[src/rtl/homing_pkg.sv]
package homing_pkg;

    localparam logic [1:0] METHOD_POWER_ON = 2'h0;
    localparam logic [1:0] METHOD_REVERSE  = 2'h1;
    localparam logic [1:0] METHOD_ONE_DIR  = 2'h2;

    localparam logic [1:0] SPEED_ZERO = 2'h0;
    localparam logic [1:0] SPEED_HIGH = 2'h1;
    localparam logic [1:0] SPEED_LOW  = 2'h2;
    localparam logic [1:0] SPEED_OFFS = 2'h3;

    localparam int POS_W = 32;
    localparam logic [31:0] POS_RESET = 32'h0000_0000;

    // Slowest stop the axis may need after the driver is told to stop.
    localparam int STOP_TIME_MS     = 100;
    localparam int CLOCK_HZ         = 20_000_000;
    localparam int STOP_CYCLES      = STOP_TIME_MS * (CLOCK_HZ / 1000);
    // Width of the counter that waits for the stop.
    localparam int STOP_CNT_W       = 22;
    localparam logic [21:0] STOP_CNT_RESET = 22'h00_0000;

    typedef struct packed {
        logic [1:0] method;
        logic       z_dir_ccw;
        logic       init_dir_ccw;
        logic       limit_decel;
        logic       prox_nc;
    } home_cfg_t;

    typedef struct packed {
        logic cw_limit;
        logic ccw_limit;
        logic origin_prox;
        logic index_pulse;
        logic stopped;
    } axis_in_t;

    typedef struct packed {
        logic [1:0] speed;
        logic       dir_ccw;
        logic       hard_stop;
        logic       decel_stop;
    } motion_cmd_t;

endpackage

[src/rtl/abs_data_fetch.sv]
`timescale 1ns/10ps
module abs_data_fetch
    import homing_pkg::*;
(
    input  wire logic               clock,
    input  wire logic               sys_rst,
    input  wire logic               run_cmd,
    input  wire logic               abs_valid,
    input  wire logic [POS_W-1:0]   abs_position,
    output logic                    abs_data_request,
    output logic                    abs_loaded,
    output logic [POS_W-1:0]        abs_latched
);
    import homing_pkg::*;

    logic run_prev;

    always_ff @(posedge clock or posedge sys_rst) begin
        if (sys_rst) begin
            run_prev <= 1'b0;
        end else begin
            run_prev <= run_cmd;
        end
    end

    // Request rises one clock after the run command and stays high while it is on.
    always_ff @(posedge clock or posedge sys_rst) begin
        if (sys_rst) begin
            abs_data_request <= 1'b0;
        end else begin
            abs_data_request <= run_cmd;
        end
    end

    always_ff @(posedge clock or posedge sys_rst) begin
        if (sys_rst) begin
            abs_loaded  <= 1'b0;
            abs_latched <= POS_RESET;
        end else if (run_cmd && !run_prev) begin
            abs_loaded <= 1'b0;
        end else if (abs_valid && abs_data_request) begin
            abs_loaded  <= 1'b1;
            abs_latched <= abs_position;
        end
    end
endmodule

[src/rtl/origin_search_abs_encoder_ctrl.sv]
`timescale 1ns/10ps
////////////////////////////////////////////////////////////////////////////////
// Behaviour
// Homing starts in the configured initial direction, not the index direction.
// With proximity and both limits off, first move opposite the initial direction.
// On a limit, reverse only after the axis stops, hard or decelerated.
// Reverse mode with proximity: no index pulse ends the search with error.
// Power-on mode takes the present position as origin without moving; the code latches it in the first clock after reset, not on the command.
// Absolute data is requested by raising the request line, then received.
// The request line rises when the run command rises; the code raises it one clock after the run command.
// Servo lock reads absolute data as a tentative origin until homing.
// Absolute encoder with origin set gives position at power-up, no search.
// After index origin, a nonzero offset is travelled and becomes origin.
// Host issues no servo lock during encoder capacitor charging.
// One-direction mode flags error if a limit comes before proximity.
// Reverse mode reverses direction whenever a limit becomes active; the code flags an error instead on a limit in ST_LEAVE or ST_INDEX.
// Move at high speed, then low speed once proximity becomes active.
// After proximity clears, latch origin at first index and stop.
// Done and error flags stay set until the next homing command.
// Configuration is sampled when a search starts.
module origin_search_abs_encoder_ctrl
    import homing_pkg::*;
#(
    parameter int STOP_WAIT = STOP_CYCLES
)
(
    input  wire logic                   clock,
    input  wire logic                   sys_rst,
    input  wire homing_pkg::home_cfg_t  cfg,
    input  wire homing_pkg::axis_in_t   axis_in,
    input  wire logic                   home_start,
    input  wire logic                   servo_lock,
    input  wire logic                   abs_encoder,
    input  wire logic                   abs_origin_set,
    input  wire logic                   jog_origin_set,
    input  wire logic [31:0]            ref_offset,
    input  wire logic                   offset_done,
    input  wire logic [31:0]            feedback_pos,
    input  wire logic                   abs_valid,
    input  wire logic [31:0]            abs_position,
    output homing_pkg::motion_cmd_t     motion,
    output logic                        run_cmd,
    output logic                        abs_data_request,
    output logic                        home_done,
    output logic                        home_error,
    output logic                        origin_valid,
    output logic                        origin_tentative,
    output logic [31:0]                 origin_pos
);
    import homing_pkg::*;

    typedef enum logic [6:0] {
        ST_IDLE    = 7'b000_0001,
        ST_SEARCH  = 7'b000_0010,
        ST_STOP    = 7'b000_0100,
        ST_LEAVE   = 7'b000_1000,
        ST_INDEX   = 7'b001_0000,
        ST_OFFSET  = 7'b010_0000,
        ST_FAIL    = 7'b100_0000
    } state_t;

    state_t         state;
    home_cfg_t      cfg_s;
    logic           prox;
    logic           limit_hit;
    logic           seen_prox;
    logic           prox_left;
    logic [21:0]    stop_cnt;
    logic           abs_loaded;
    logic [31:0]    abs_latched;
    logic           abs_loaded_prev;
    logic           pwr_done;

    localparam logic [21:0] STOP_WAIT_N = 22'(STOP_WAIT);

    function automatic logic prox_level(input logic raw, input logic nc);
        return nc ? !raw : raw;
    endfunction

    assign prox      = prox_level(axis_in.origin_prox, cfg_s.prox_nc);
    assign limit_hit = motion.dir_ccw ? axis_in.ccw_limit : axis_in.cw_limit;

    ////////////////////////////////////////////////////////////////////////////
    abs_data_fetch u_fetch (
        .clock            (clock),
        .sys_rst          (sys_rst),
        .run_cmd          (run_cmd),
        .abs_valid        (abs_valid),
        .abs_position     (abs_position),
        .abs_data_request (abs_data_request),
        .abs_loaded       (abs_loaded),
        .abs_latched      (abs_latched)
    );

    // Run command follows servo lock; the host keeps lock off while charging.
    always_ff @(posedge clock or posedge sys_rst) begin
        if (sys_rst) begin
            run_cmd <= 1'b0;
        end else begin
            run_cmd <= servo_lock;
        end
    end

    always_ff @(posedge clock or posedge sys_rst) begin
        if (sys_rst) begin
            cfg_s <= '0;
        end else if (home_start && state == ST_IDLE) begin
            cfg_s <= cfg;
        end
    end

    ////////////////////////////////////////////////////////////////////////////
    always_ff @(posedge clock or posedge sys_rst) begin
        if (sys_rst) begin
            state     <= ST_IDLE;
            motion    <= '0;
            seen_prox <= 1'b0;
            prox_left <= 1'b0;
            stop_cnt  <= STOP_CNT_RESET;
        end else begin
            case (state)
                ST_IDLE: begin
                    motion <= '0;
                    if (home_start && cfg.method != METHOD_POWER_ON) begin
                        seen_prox <= 1'b0;
                        prox_left <= 1'b0;
                        motion.speed <= SPEED_HIGH;
                        if (!prox_level(axis_in.origin_prox, cfg.prox_nc)
                            && !axis_in.cw_limit && !axis_in.ccw_limit) begin
                            motion.dir_ccw <= !cfg.init_dir_ccw;
                        end else begin
                            motion.dir_ccw <= cfg.init_dir_ccw;
                        end
                        state <= ST_SEARCH;
                    end
                end
                ST_SEARCH: begin
                    if (prox) begin
                        seen_prox    <= 1'b1;
                        motion.speed <= SPEED_LOW;
                        if (motion.dir_ccw == cfg_s.z_dir_ccw) begin
                            state <= ST_LEAVE;
                        end
                    end else if (limit_hit) begin
                        if (cfg_s.method == METHOD_ONE_DIR && !seen_prox) begin
                            state <= ST_FAIL;
                        end else if (cfg_s.method == METHOD_REVERSE && prox_left) begin
                            state <= ST_FAIL;
                        end else begin
                            motion.speed      <= SPEED_ZERO;
                            motion.hard_stop  <= !cfg_s.limit_decel;
                            motion.decel_stop <= cfg_s.limit_decel;
                            stop_cnt          <= STOP_CNT_RESET;
                            state             <= ST_STOP;
                        end
                    end
                end
                ST_STOP: begin
                    if (stop_cnt < STOP_WAIT_N) begin
                        stop_cnt <= stop_cnt + 22'h00_0001;
                    end
                    if (axis_in.stopped && stop_cnt != STOP_CNT_RESET) begin
                        motion.hard_stop  <= 1'b0;
                        motion.decel_stop <= 1'b0;
                        motion.dir_ccw    <= !motion.dir_ccw;
                        motion.speed      <= seen_prox ? SPEED_LOW : SPEED_HIGH;
                        state             <= ST_SEARCH;
                    end
                end
                ST_LEAVE: begin
                    if (!prox) begin
                        prox_left <= 1'b1;
                        state     <= ST_INDEX;
                    end else if (limit_hit) begin
                        state <= ST_FAIL;
                    end
                end
                ST_INDEX: begin
                    if (axis_in.index_pulse) begin
                        if (ref_offset != 32'h0000_0000) begin
                            motion.speed <= SPEED_OFFS;
                            state        <= ST_OFFSET;
                        end else begin
                            motion.speed <= SPEED_ZERO;
                            state        <= ST_IDLE;
                        end
                    end else if (limit_hit) begin
                        state <= ST_FAIL;
                    end
                end
                ST_OFFSET: begin
                    if (offset_done) begin
                        motion.speed <= SPEED_ZERO;
                        state        <= ST_IDLE;
                    end
                end
                default: begin
                    motion <= '0;
                    state  <= ST_IDLE;
                end
            endcase
        end
    end

    ////////////////////////////////////////////////////////////////////////////
    // Status flags and the origin register share one process so that
    // completion and the latched origin never disagree for a cycle.
    always_ff @(posedge clock or posedge sys_rst) begin
        if (sys_rst) begin
            home_done        <= 1'b0;
            home_error       <= 1'b0;
            origin_valid     <= 1'b0;
            origin_tentative <= 1'b0;
            origin_pos       <= POS_RESET;
            abs_loaded_prev  <= 1'b0;
            pwr_done         <= 1'b0;
        end else begin
            abs_loaded_prev <= abs_loaded;
            if (!pwr_done) begin
                pwr_done <= 1'b1;
                if (!abs_encoder) begin
                    origin_pos   <= feedback_pos;
                    origin_valid <= cfg.method == METHOD_POWER_ON;
                end
            end
            if (home_start && state == ST_IDLE) begin
                home_done  <= cfg.method == METHOD_POWER_ON;
                home_error <= 1'b0;
                if (cfg.method == METHOD_POWER_ON) begin
                    origin_valid <= 1'b1;
                end
            end else if (state == ST_FAIL) begin
                home_error <= 1'b1;
            end else if (state == ST_INDEX && axis_in.index_pulse) begin
                origin_pos <= feedback_pos;
                if (ref_offset == 32'h0000_0000) begin
                    home_done        <= 1'b1;
                    origin_valid     <= 1'b1;
                    origin_tentative <= 1'b0;
                end
            end else if (state == ST_OFFSET && offset_done) begin
                origin_pos       <= origin_pos + ref_offset;
                home_done        <= 1'b1;
                origin_valid     <= 1'b1;
                origin_tentative <= 1'b0;
            end else if (jog_origin_set) begin
                origin_pos       <= feedback_pos;
                origin_valid     <= 1'b1;
                origin_tentative <= 1'b0;
            end else if (abs_encoder && abs_loaded && !abs_loaded_prev) begin
                origin_pos <= abs_latched;
                if (abs_origin_set) begin
                    origin_valid <= 1'b1;
                end else begin
                    origin_tentative <= 1'b1;
                end
            end
        end
    end
endmodule

[config.mk]
export PLATFORM = sky130hd
export DESIGN_NAME = origin_search_abs_encoder_ctrl
export DESIGN_NICKNAME = d
export VERILOG_FILES = /design/src/rtl/homing_pkg.sv /design/src/rtl/abs_data_fetch.sv /design/src/rtl/origin_search_abs_encoder_ctrl.sv
export SDC_FILE = /design/constraint.sdc
export NUM_CORES = 1
export LEC_CHECK = 0
export BUFFER_PORTS_ARGS = -buffer_cell sky130_fd_sc_hd__clkbuf_2
export CAP_MARGIN = 20
export CORE_MARGIN = 2
export CORE_UTILIZATION = 51
export CTS_CLUSTER_SIZE = 16
export DETAILED_ROUTE_END_ITERATION = 7
export GPL_TIMING_DRIVEN = 1
export HOLD_SLACK_MARGIN = 0.08
export PLACE_DENSITY = 0.77
export SLEW_MARGIN = 20
export SYNTH_ARGS = -nofsm -noshare
export SYNTH_HDL_FRONTEND = slang
export SYNTH_SLANG_ARGS = --single-unit
export TNS_END_PERCENT = 1
[constraint.sdc]
create_clock -name clock -period 3.3 [get_ports clock]
set_input_delay 0.165 -clock clock [delete_from_list [all_inputs] [get_ports clock]]
set_output_delay 0.165 -clock clock [all_outputs]
set_load 0.02 [all_outputs]
==> run_results.csv, run 1 <==
group,metric,value,unit
timing,layout_worst_path_cycle_share,91.0,%
worst_setup_path,required,3.66,ns
synthesis,syn_area,0.00770,mm^2
synthesis,synth_top_cell_by_area,"dfrtp_1",
power,vdd_ir_drop_max,0.444,mV
floorplan,die_w,127,um
global_routing,grt_use_met3,7.25,%
worst_setup_path,reg2reg_depth,9,
global_routing,grt_most_used_layer,"met2",
floorplan,die_y,127,um
global_routing,grt_pass1_vias,7834,
floorplan,floorplan.io_pins,159,
power,pwr-share-comb,50.2,%
synthesis,synth-edff-count,0,
power,p_per_area,863,mW/mm^2
worst_setup_path,critical_path_class,"flop to flop",
worst_setup_path,timing.rr.end,"origin_pos[0]",
clocking,post_cts_buffers,0,
synthesis,synth.area.top_cells,"dfrtp_1, mux2_2, ha_1",
cells_and_area,diodes,0,
place,io_buffer_count,158,
routing,postRouteAntennaNets,0,
clocking,clock_latency,0.43,ns
floorplan,fp-row-count,44,
worst_setup_path,crit_path_top_delay_cell,"or4b_4",
worst_setup_path,path_buf_inv,1,
synthesis,yosysSeqAreaShare,37.0,%
worst_setup_path,worst-endpoint-arrival,3.36,ns
timing,timing.fmax,0.333,GHz
cells_and_area,nets,1234,
worst_setup_path,cp-start-kind,"flop",
worst_hold_path,hold_class,"input port to flop",
synthesis,yosysTopAreaCellShare,36.7,%
synthesis,syn_nets,1013,
worst_hold_path,hold_depth,4,
clocking,cts_root_buffer,"clkbuf_16",
worst_setup_path,reg2reg_slack,0.30,ns
timing,clock_skew,0.0115,ns
routing,drcViolationCount,0,
place,gp_congestion,0.958,
floorplan,die-area,0.0161,mm^2
synthesis,synthDistinctLibCells,70,
synthesis,synth_ff_type,"dfrtp_1",
worst_setup_path,r2r_start,"state[6]",
synthesis,avgSynthCellArea,8.93,um^2
place,dpl-instance-area,0.00878,mm^2
power,clock_power_share,21.4,%
clocking,cts_tree,"built",
global_routing,use_met2,50.9,%
clocking,numCtsBuffers,17,
clocking,clk_pin_slew_worst_paths,0.06,ns
worst_setup_path,cp_cell_sequence,"or4_4 > or4b_4 > or2_1 > buf_4 > nand2_1 > nand2_1 > o21ai_1 > o22ai_1 > a21oi_1",
timing,final.setup.tns,0,ns
floorplan,core,0.0146,mm^2
job,maxCapViolCount,0,
synthesis,synth_common_cells,"dfrtp_1, nand2_1, nor2_1",
timing,finalHoldViolCount,0,
global_routing,met1_usage,43.5,%
routing,dr.first_iter.drc_count,902,
worst_setup_path,cp.depth,9,
worst_hold_path,whs_endpoint,"origin_tentative",
place,hpwl,17.9,mm
routing,routed_via_density,6.28,
global_routing,track_usage,32.4,%
synthesis,ys_ff_latch,114,
worst_setup_path,worstSetupEndpointType,"flop",
synthesis,yosysMostFrequentCell,"dfrtp_1",
power,p_int,4770,uW
timing,fin_crit,3.00,ns
clocking,hold_buffers,55,
cells_and_area,area_growth,28.7,%
timing,tightest_slew,0.975,ns
global_routing,overflow,0,
routing,post_drt_wl_per_cell,20.1,um
synthesis,async_reset_ff_share,100,%
cells_and_area,drive_above_1_share,24.7,%
cells_and_area,stdcell_area,0.00991,mm^2
timing,slew_viol_final,0,
timing,fin_ws,0.295,ns
clocking,cts_max_level,4,
outcome,outcome,"complete, no violations",
routing,dr.pass1.iters,5,
timing,slew_headroom,34.8,%
power,p_sw_share,44.2,%
routing,totalWireLength,25.7,mm
power,p_leak,0.00448,uW
routing,vias,8042,
place,place_ws,0.347,ns
global_routing,antenna_found_initial,0,
worst_setup_path,cp_max_fo,24,
clocking,cts_sinks,114,
worst_hold_path,worstHoldStart,"abs_origin_set",
floorplan,start_util,52.6,%
global_routing,grt_max_degree,94,
global_routing,grt_pass1_wl,40.8,mm
worst_setup_path,slowest_delay,0.59,ns
synthesis,ys_warn_count,0,
synthesis,syn_inst,863,
power,p_switching,3780,uW
worst_setup_path,crit_family,"simple AND/OR/NAND/NOR gates",
timing,setup_viol,0,
timing,rsz0062_at_grt,"false",
power,p_seq_share,28.4,%
clocking,cts_max_path_buffers,2,
worst_setup_path,cpMostUsedCell,"nand2_1",
clocking,cts_resized,0,
[routing by layer]
metal,vias up,wire length (um)
li1,3712,-
met1,3815,10800
met2,448,11800
met3,67,2310
met4,0,898
met5,-,0
[state kept, by name, summed over array words and instances (netlist names), 5 cells and up]
name,cells
state,7
stop_cnt,22
motion,5
origin_pos,32
cfg_s,5
u_fetch.abs_latched,32
[cells in the final DEF (no fill, tap or decap), types with 6 or more instances in the layout]
cell | synthesis | layout
dfrtp_1 | 113 | 113
o22ai_1 | 29 | 29
o221ai_1 | 14 | 14
mux2i_1 | 6 | 6
buf_4 | 0 | 23
o21a_1 | 7 | 7
clkbuf_2 | 0 | 158
clkbuf_16 | 0 | 17
inv_1 | 18 | 17
xnor2_1 | 23 | 23
ha_1 | 33 | 33
o211ai_1 | 7 | 7
nand4_1 | 11 | 11
a21oi_1 | 59 | 59
nor2_1 | 83 | 82
a21o_1 | 19 | 19
a211oi_1 | 13 | 13
a31oi_1 | 15 | 15
nor4_1 | 16 | 16
xor2_1 | 22 | 22
nor3_1 | 12 | 12
nand2_1 | 92 | 92
o22a_1 | 25 | 25
o31ai_1 | 7 | 7
mux2_2 | 40 | 40
and3_1 | 7 | 7
nand3_1 | 24 | 24
dlygate4sd3_1 | 0 | 55
o21ai_0 | 42 | 42
[worst reg2reg max path, cell delays in order, from the launching register on]
cell and delay, ns:
dfrtp_1 0.46, or4_4 0.52, or4b_4 0.59, or2_1 0.27, buf_4 0.24, nand2_1 0.10, nand2_1 0.07, o21ai_1 0.38
o22ai_1 0.16, a21oi_1 0.14
[cells by family (layout without fill, tap and decap cells)]
logic type / count (synthesis) / after routing / synth area share [%]
buffers and inverters: 53 / 287 / 2.74
AND/OR/NAND/NOR: 289 / 289 / 18.0
other: 1 / 1 / 0.0487
XOR/XNOR: 45 / 45 / 5.12
adder cells (fa/ha/maj): 34 / 34 / 5.62
flip-flops: 114 / 114 / 37.0
multiplexers: 46 / 46 / 6.63
AO/OA/AOI/OAI: 281 / 281 / 24.8
[stage by stage]
stage | hold slack [ns] | cells | power [uW] | util (%)
floorplan | 0.196 | 863 | 5310 | -
global placement | 0.136 | 1194 | 6510 | 60.0
detailed placement | 0.138 | 1194 | 6560 | 60.0
CTS | 0.0814 | 1281 | 8480 | 67.7
global route | 0.0863 | 1281 | 9110 | 67.7
finish | 0.0829 | 1281 | 8560 | 67.7
[worst max path at each step]
stage,start,end,slack [ns]
global route,state[6],origin_pos[2],0.13
CTS,state[6],origin_pos[0],0.32
floorplan,sys_rst,abs_loaded_prev,0.12
finish,state[6],origin_pos[0],0.30
detailed placement,state[6],origin_pos[0],0.35
global placement,origin_pos[6],origin_pos[21],0.42
[power by group through the flow]
stage	registers, uW	clock network [uW]	logic (uW)
floorplan	2550	0	2760
global placement	2410	0	4100
detailed placement	2430	0	4130
CTS	2410	1850	4220
global route	2490	1920	4700
finish	2430	1830	4290
[cell type report]
| class | count | area, um^2 |
|---|---|---|
| clock buffer | 18 | 429 |
| clock inverter | 14 | 155 |
| fill | 1194 | 4730 |
| inverter | 18 | 70.1 |
| multi-input combinational | 696 | 4640 |
| sequential | 114 | 2850 |
| tap | 184 | 230 |
| timing repair buffer | 237 | 1530 |
Power figures use the tool's default switching activity.
==> run 2: changes to the inputs <==
--- a/config.mk
+++ b/config.mk
@@ -17,5 +17,6 @@
 export SLEW_MARGIN = 20
 export SYNTH_ARGS = -nofsm -noshare
 export SYNTH_HDL_FRONTEND = slang
+export SYNTH_HIERARCHICAL = 1
 export SYNTH_SLANG_ARGS = --single-unit
 export TNS_END_PERCENT = 1
==> run_results.csv, run 2 <==
group,metric,value,unit
floorplan,floorplan.io_pins,159,
worst_setup_path,crit_path_top_delay_cell,"fa_1",
place,place_ws,0.0963,ns
cells_and_area,diodes,0,
worst_setup_path,worst-endpoint-arrival,3.36,ns
synthesis,async_reset_ff_share,100,%
routing,vias,8002,
floorplan,fp-row-count,44,
routing,totalWireLength,24.4,mm
place,hpwl,17.0,mm
timing,rsz0062_at_grt,"false",
worst_setup_path,worstSetupEndpointType,"flop",
synthesis,syn_area,0.00772,mm^2
cells_and_area,area_growth,29.5,%
routing,post_drt_wl_per_cell,18.9,um
timing,fin_ws,0.225,ns
power,total_power,7880,uW
floorplan,die-area,0.0161,mm^2
power,vdd_ir_drop_max,0.486,mV
cells_and_area,layout_commonest_cell,"clkbuf_2",
cells_and_area,seqCellArea,0.00285,mm^2
cells_and_area,fillers,1175,
clocking,post_cts_buffers,0,
job,maxCapViolCount,0,
timing,timing.fmax,0.325,GHz
cells_and_area,nets,1241,
floorplan,start_util,52.7,%
worst_setup_path,path_buf_inv,0,
timing,slew_viol_final,0,
clocking,numCtsBuffers,17,
routing,postRouteAntennaNets,0,
worst_setup_path,cp_max_fo,6,
synthesis,yosysMostFrequentCell,"dfrtp_1",
global_routing,grt_pass1_wl,39.7,mm
worst_setup_path,slowest_delay,0.44,ns
routing,dr.first_iter.drc_count,630,
routing,routed_via_density,6.22,
clocking,cts_max_level,4,
synthesis,yosysTopAreaCellShare,36.6,%
synthesis,avgSynthCellArea,8.96,um^2
worst_setup_path,cp-start-kind,"flop",
power,p_per_area,788,mW/mm^2
clocking,clk_pin_slew_worst_paths,0.05,ns
cells_and_area,largestRegisters,"origin_pos (32), u_fetch/abs_latched (32), stop_cnt (22)",
synthesis,ys_warn_count,6,
synthesis,synthDistinctLibCells,63,
synthesis,ys_ff_latch,114,
outcome,outcome,"complete, no violations",
floorplan,die_y,127,um
worst_setup_path,crit_family,"compound AO/OA/AOI/OAI gates",
global_routing,overflow,0,
global_routing,grt_max_degree,38,
global_routing,track_usage,31.0,%
timing,tightest_slew,0.909,ns
place,io_buffer_count,158,
timing,hold-worst-slack,0.0986,ns
cells_and_area,final_cell_mix,"clkbuf_2, dfrtp_1, nor2_1",
clocking,cts_root_buffer,"clkbuf_16",
worst_hold_path,hold_class,"input port to flop",
timing,final.setup.tns,0,ns
worst_setup_path,critical_path_class,"flop to flop",
global_routing,antenna_found_initial,0,
timing,layout_worst_path_cycle_share,93.2,%
synthesis,synth_ff_type,"dfrtp_1",
worst_setup_path,required,3.59,ns
worst_setup_path,cpMostUsedCell,"o31ai_1",
cells_and_area,multiInputGateArea,0.00461,mm^2
synthesis,syn_inst,862,
cells_and_area,drive_above_1_share,23.8,%
synthesis,yosysSeqAreaShare,37.0,%
floorplan,die_w,127,um
place,gp_congestion,0.956,
timing,finalHoldViolCount,0,
worst_setup_path,cp_cell_sequence,"ha_1 > fa_1 > a211oi_2 > o21bai_1 > a21oi_2 > o31ai_1 > o31ai_1 > o21ai_1 > a31o_2 > and4_1 > nor3_1 > o221ai_1",
clocking,clock_latency,0.42,ns
global_routing,grt_pass1_vias,7966,
routing,dr.pass1.iters,5,
floorplan,core,0.0146,mm^2
clocking,cts_tree,"built",
synthesis,synth_top_cell_by_area,"dfrtp_1",
timing,clock_skew,0.00529,ns
clocking,cts_max_path_buffers,2,
synthesis,synth-edff-count,0,
timing,setup_viol,0,
routing,drcViolationCount,0,
synthesis,syn_nets,1012,
synthesis,synth_common_cells,"dfrtp_1, nor2_1, nand2_1",
timing,fin_crit,3.08,ns
synthesis,synth.area.top_cells,"dfrtp_1, mux2_4, ha_1",
timing,slew_headroom,39.4,%
power,p_leak,0.00466,uW
clocking,cts_sinks,114,
run 2: changes by cell type in the layout (fill, tap and decap cells not counted), moves of 9 or more:
cell / previous run / this run
mux2_4: 0 / 30
o21ai_0: 42 / 66
a31oi_1: 15 / 6
mux2_2: 40 / 9
nand2b_1: 3 / 13
nand2_1: 92 / 78
clkbuf_8: 0 / 9
dlygate4sd3_1: 55 / 67
run 2: repair_timing:
action,in CTS,in global routing
endpoints found under the hold margin,107,0
resized for setup,0,2
hold buffers,67,0
setup endpoints to repair,0,3
run 2: metrics by stage:
step                      util, %  std cells  instance area [um^2]
after floorplan                 -        862                  7720
after global placement       59.6       1189                  8720
after detailed placement     59.6       1189                  8720
after CTS                    68.2       1287                  9990
after global routing         68.3       1287                 10000
final                        68.3       1287                 10000
run 2: cell families (layout without fill, tap and decap cells):
kind of cell / count (synthesis) / in the layout / synth area share [%]
AO/OA/AOI/OAI: 288 / 288 / 24.3
XOR/XNOR: 33 / 33 / 3.74
adder cells (fa/ha/maj): 34 / 34 / 5.61
buffers and inverters: 57 / 298 / 3.50
flip-flops: 114 / 114 / 37.0
multiplexers: 41 / 41 / 7.41
other: 1 / 1 / 0.0486
AND/OR/NAND/NOR: 294 / 294 / 18.4
run 2: tightest hold or removal path, cell delays in order:
cell and delay [ns]:
clkbuf_2 0.09, nor3_1 0.05, o22a_1 0.17
run 2: final timing paths:
kind / startpoint / end / slack [ns] / cells past startpoint
max in group asynchronous: sys_rst / stop_cnt[12] / 2.22 / 4
min in group asynchronous: sys_rst / run_cmd / 0.28 / 3
setup reg to reg: origin_pos[0] / origin_pos[30] / 0.22 / 12
hold / removal: abs_origin_set / origin_tentative / 0.1 / 3
setup / recovery: origin_pos[0] / origin_pos[30] / 0.22 / 12
hold reg to reg: run_cmd / u_fetch/abs_data_request / 0.41 / 0
run 2: area by class of cell:
cell class | count | share of cell area (%)
Clock buffer | 29 | 5.61
Clock inverter | 2 | 0.375
Inverter | 18 | 0.688
Multi-Input combinational cell | 691 | 46.1
Sequential cell | 114 | 28.5
Tap cell | 184 | 2.30
Timing Repair Buffer | 249 | 16.4
run 2: layer usage:
layer	share of wire, %	wire [um]	up-vias	global-route usage (%)
met5	0	0	-	0
met4	2.7	656	0	11.3
met3	7.7	1870	59	6.95
met2	48	11800	356	51.4
met1	41	10100	3864	40.1
li1	-	-	3723	-
run 2: power breakdown:
group | switching [uW] | leakage (uW) | internal (uW)
registers | 393 | 0.00140 | 1770
clock network | 639 | 0.000292 | 1210
logic | 2240 | 0.00297 | 1630
total | 3270 | 0.00466 | 4610
==> run 3: changes to the inputs <==
--- a/config.mk
+++ b/config.mk
@@ -14,6 +14,7 @@
 export GPL_TIMING_DRIVEN = 1
 export HOLD_SLACK_MARGIN = 0.08
 export PLACE_DENSITY = 0.77
+export SETUP_SLACK_MARGIN = 0.4
 export SLEW_MARGIN = 20
 export SYNTH_ARGS = -nofsm -noshare
 export SYNTH_HDL_FRONTEND = slang
==> run_results.csv, run 3 (same netlist as run 2, synthesis figures left out) <==
group,metric,value,unit
worst_setup_path,reg2reg_depth,12,
routing,routed_via_density,6.16,
timing,layout_worst_path_cycle_share,86.1,%
worst_setup_path,cp-start-kind,"flop",
worst_setup_path,timing.rr.end,"origin_pos[30]",
routing,post_drt_wl_per_cell,19.0,um
timing,setup_viol,0,
timing,slew_viol_final,0,
cells_and_area,stdcell_area,0.0101,mm^2
floorplan,die_w,127,um
global_routing,grt_pass1_wl,38.8,mm
worst_hold_path,hold_class,"input port to flop",
cells_and_area,nets,1245,
worst_hold_path,hold_depth,3,
worst_setup_path,critical_path_class,"flop to flop",
timing,slew_headroom,50.2,%
global_routing,antenna_found_initial,0,
global_routing,overflow,0,
floorplan,core,0.0146,mm^2
cells_and_area,area_growth,30.7,%
clocking,numCtsBuffers,17,
routing,vias,7956,
global_routing,grt_pass1_vias,7772,
routing,totalWireLength,24.5,mm
floorplan,floorplan.io_pins,159,
routing,met1Wirelength,9.96,mm
power,p_leak,0.00466,uW
power,total_power,8010,uW
routing,dr.max_layer_used,"met4",
timing,hold-worst-slack,0.0917,ns
routing,wl_met3,2.09,mm
timing,rsz0062_at_grt,"true",
power,vdd_ir_drop_max,0.493,mV
timing,tightest_slew,0.745,ns
clocking,clock_latency,0.43,ns
job,maxCapViolCount,0,
cells_and_area,diodes,0,
place,io_buffer_count,158,
outcome,outcome,"complete, no violations",
global_routing,grt_max_degree,35,
place,hpwl,16.7,mm
worst_setup_path,cp_max_fo,6,
worst_setup_path,worst-endpoint-arrival,3.14,ns
clocking,cts_sinks,114,
cells_and_area,final_util,68.9,%
routing,route.met2.wl,11.9,mm
routing,drcViolationCount,0,
timing,clock_skew,0.0100,ns
global_routing,track_usage,30.5,%
cells_and_area,drive_above_1_share,25.7,%
cells_and_area,layout_commonest_cell,"clkbuf_2",
clocking,cts_max_path_buffers,2,
worst_setup_path,cp-endpoint,"origin_pos[30]",
timing,fin_crit,2.84,ns
worst_setup_path,worstSetupEndpointType,"flop",
clocking,cts_root_buffer,"clkbuf_16",
worst_setup_path,r2r_start,"origin_pos[0]",
power,p_per_area,793,mW/mm^2
clocking,cts_tree,"built",
worst_setup_path,cp-startpoint,"origin_pos[0]",
timing,timing.fmax,0.352,GHz
clocking,cts_max_level,4,
floorplan,die_y,127,um
floorplan,start_util,52.7,%
place,gp_congestion,0.961,
worst_setup_path,reg2reg_slack,0.46,ns
cells_and_area,largestRegisters,"origin_pos (32), u_fetch/abs_latched (32), stop_cnt (22)",
floorplan,fp-row-count,44,
routing,dr.first_iter.drc_count,692,
routing,postRouteAntennaNets,0,
timing,finalHoldViolCount,0,
floorplan,die-area,0.0161,mm^2
place,dpl-instance-area,0.00874,mm^2
cells_and_area,final_cell_mix,"clkbuf_2, dfrtp_1, nor2_1",
clocking,clk_pin_slew_worst_paths,0.06,ns
timing,final.setup.tns,0,ns
worst_setup_path,required,3.60,ns
routing,dr.pass1.iters,6,
run 3: critical path: stages, from the launching register on:
cell and delay, ns:
dfrtp_2 0.42, ha_4 0.18, fa_2 0.40, a211oi_2 0.22, o21bai_1 0.10, a21oi_2 0.21, o31ai_2 0.10, o31ai_2 0.28
o21ai_2 0.10, a31o_2 0.28, and4_1 0.16, nor3_2 0.14, o221ai_1 0.12
run 3: metal layers:
layer / global-route usage (%) / up-vias
met4: 12.0 / 0
met3: 7.79 / 53
met1: 38.2 / 3791
met2: 50.9 / 397
met5: 0 / -
li1: - / 3715
run 3: per-stage QoR:
step	cells	setup slack, ns
2_1_floorplan	862	0.416
3_3_place_gp	1190	0.290
3_5_place_dp	1190	0.241
4_1_cts	1292	0.393
5_1_grt	1292	0.327
6_report	1292	0.460
run 3: where the power goes:
part	switching (uW)	total (uW)	leakage, uW	internal, uW
registers	402	2170	0.00140	1770
logic	2320	4030	0.00299	1710
clock network	672	1800	0.000277	1130
run 3: area by class of cell:
cell class,instances,area [um^2]
clock buffer,23,498
clock inverter,9,80.1
fill,1141,4550
inverter,18,68.8
multi-input combinational,691,4690
sequential,114,2860
tap,184,230
timing repair buffer,253,1670
run 3: worst min-delay path by stage:
stage / startpoint / slack (ns) / end
floorplan: servo_lock / 0.20 / run_cmd
global placement: sys_rst / 0.24 / run_cmd
detailed placement: sys_rst / 0.26 / run_cmd
CTS: home_start / 0.08 / home_error
global route: feedback_pos[20] / 0.1 / origin_pos[20]
finish: abs_origin_set / 0.09 / origin_tentative
run 3: timing repair:
item	4_1_cts	5_1_grt
pin swaps	6	5
endpoints found under the setup margin	4	9
endpoints found under the hold margin	130	0
buffers inserted	4	0
hold buffers	66	0
gates resized for setup	9	10
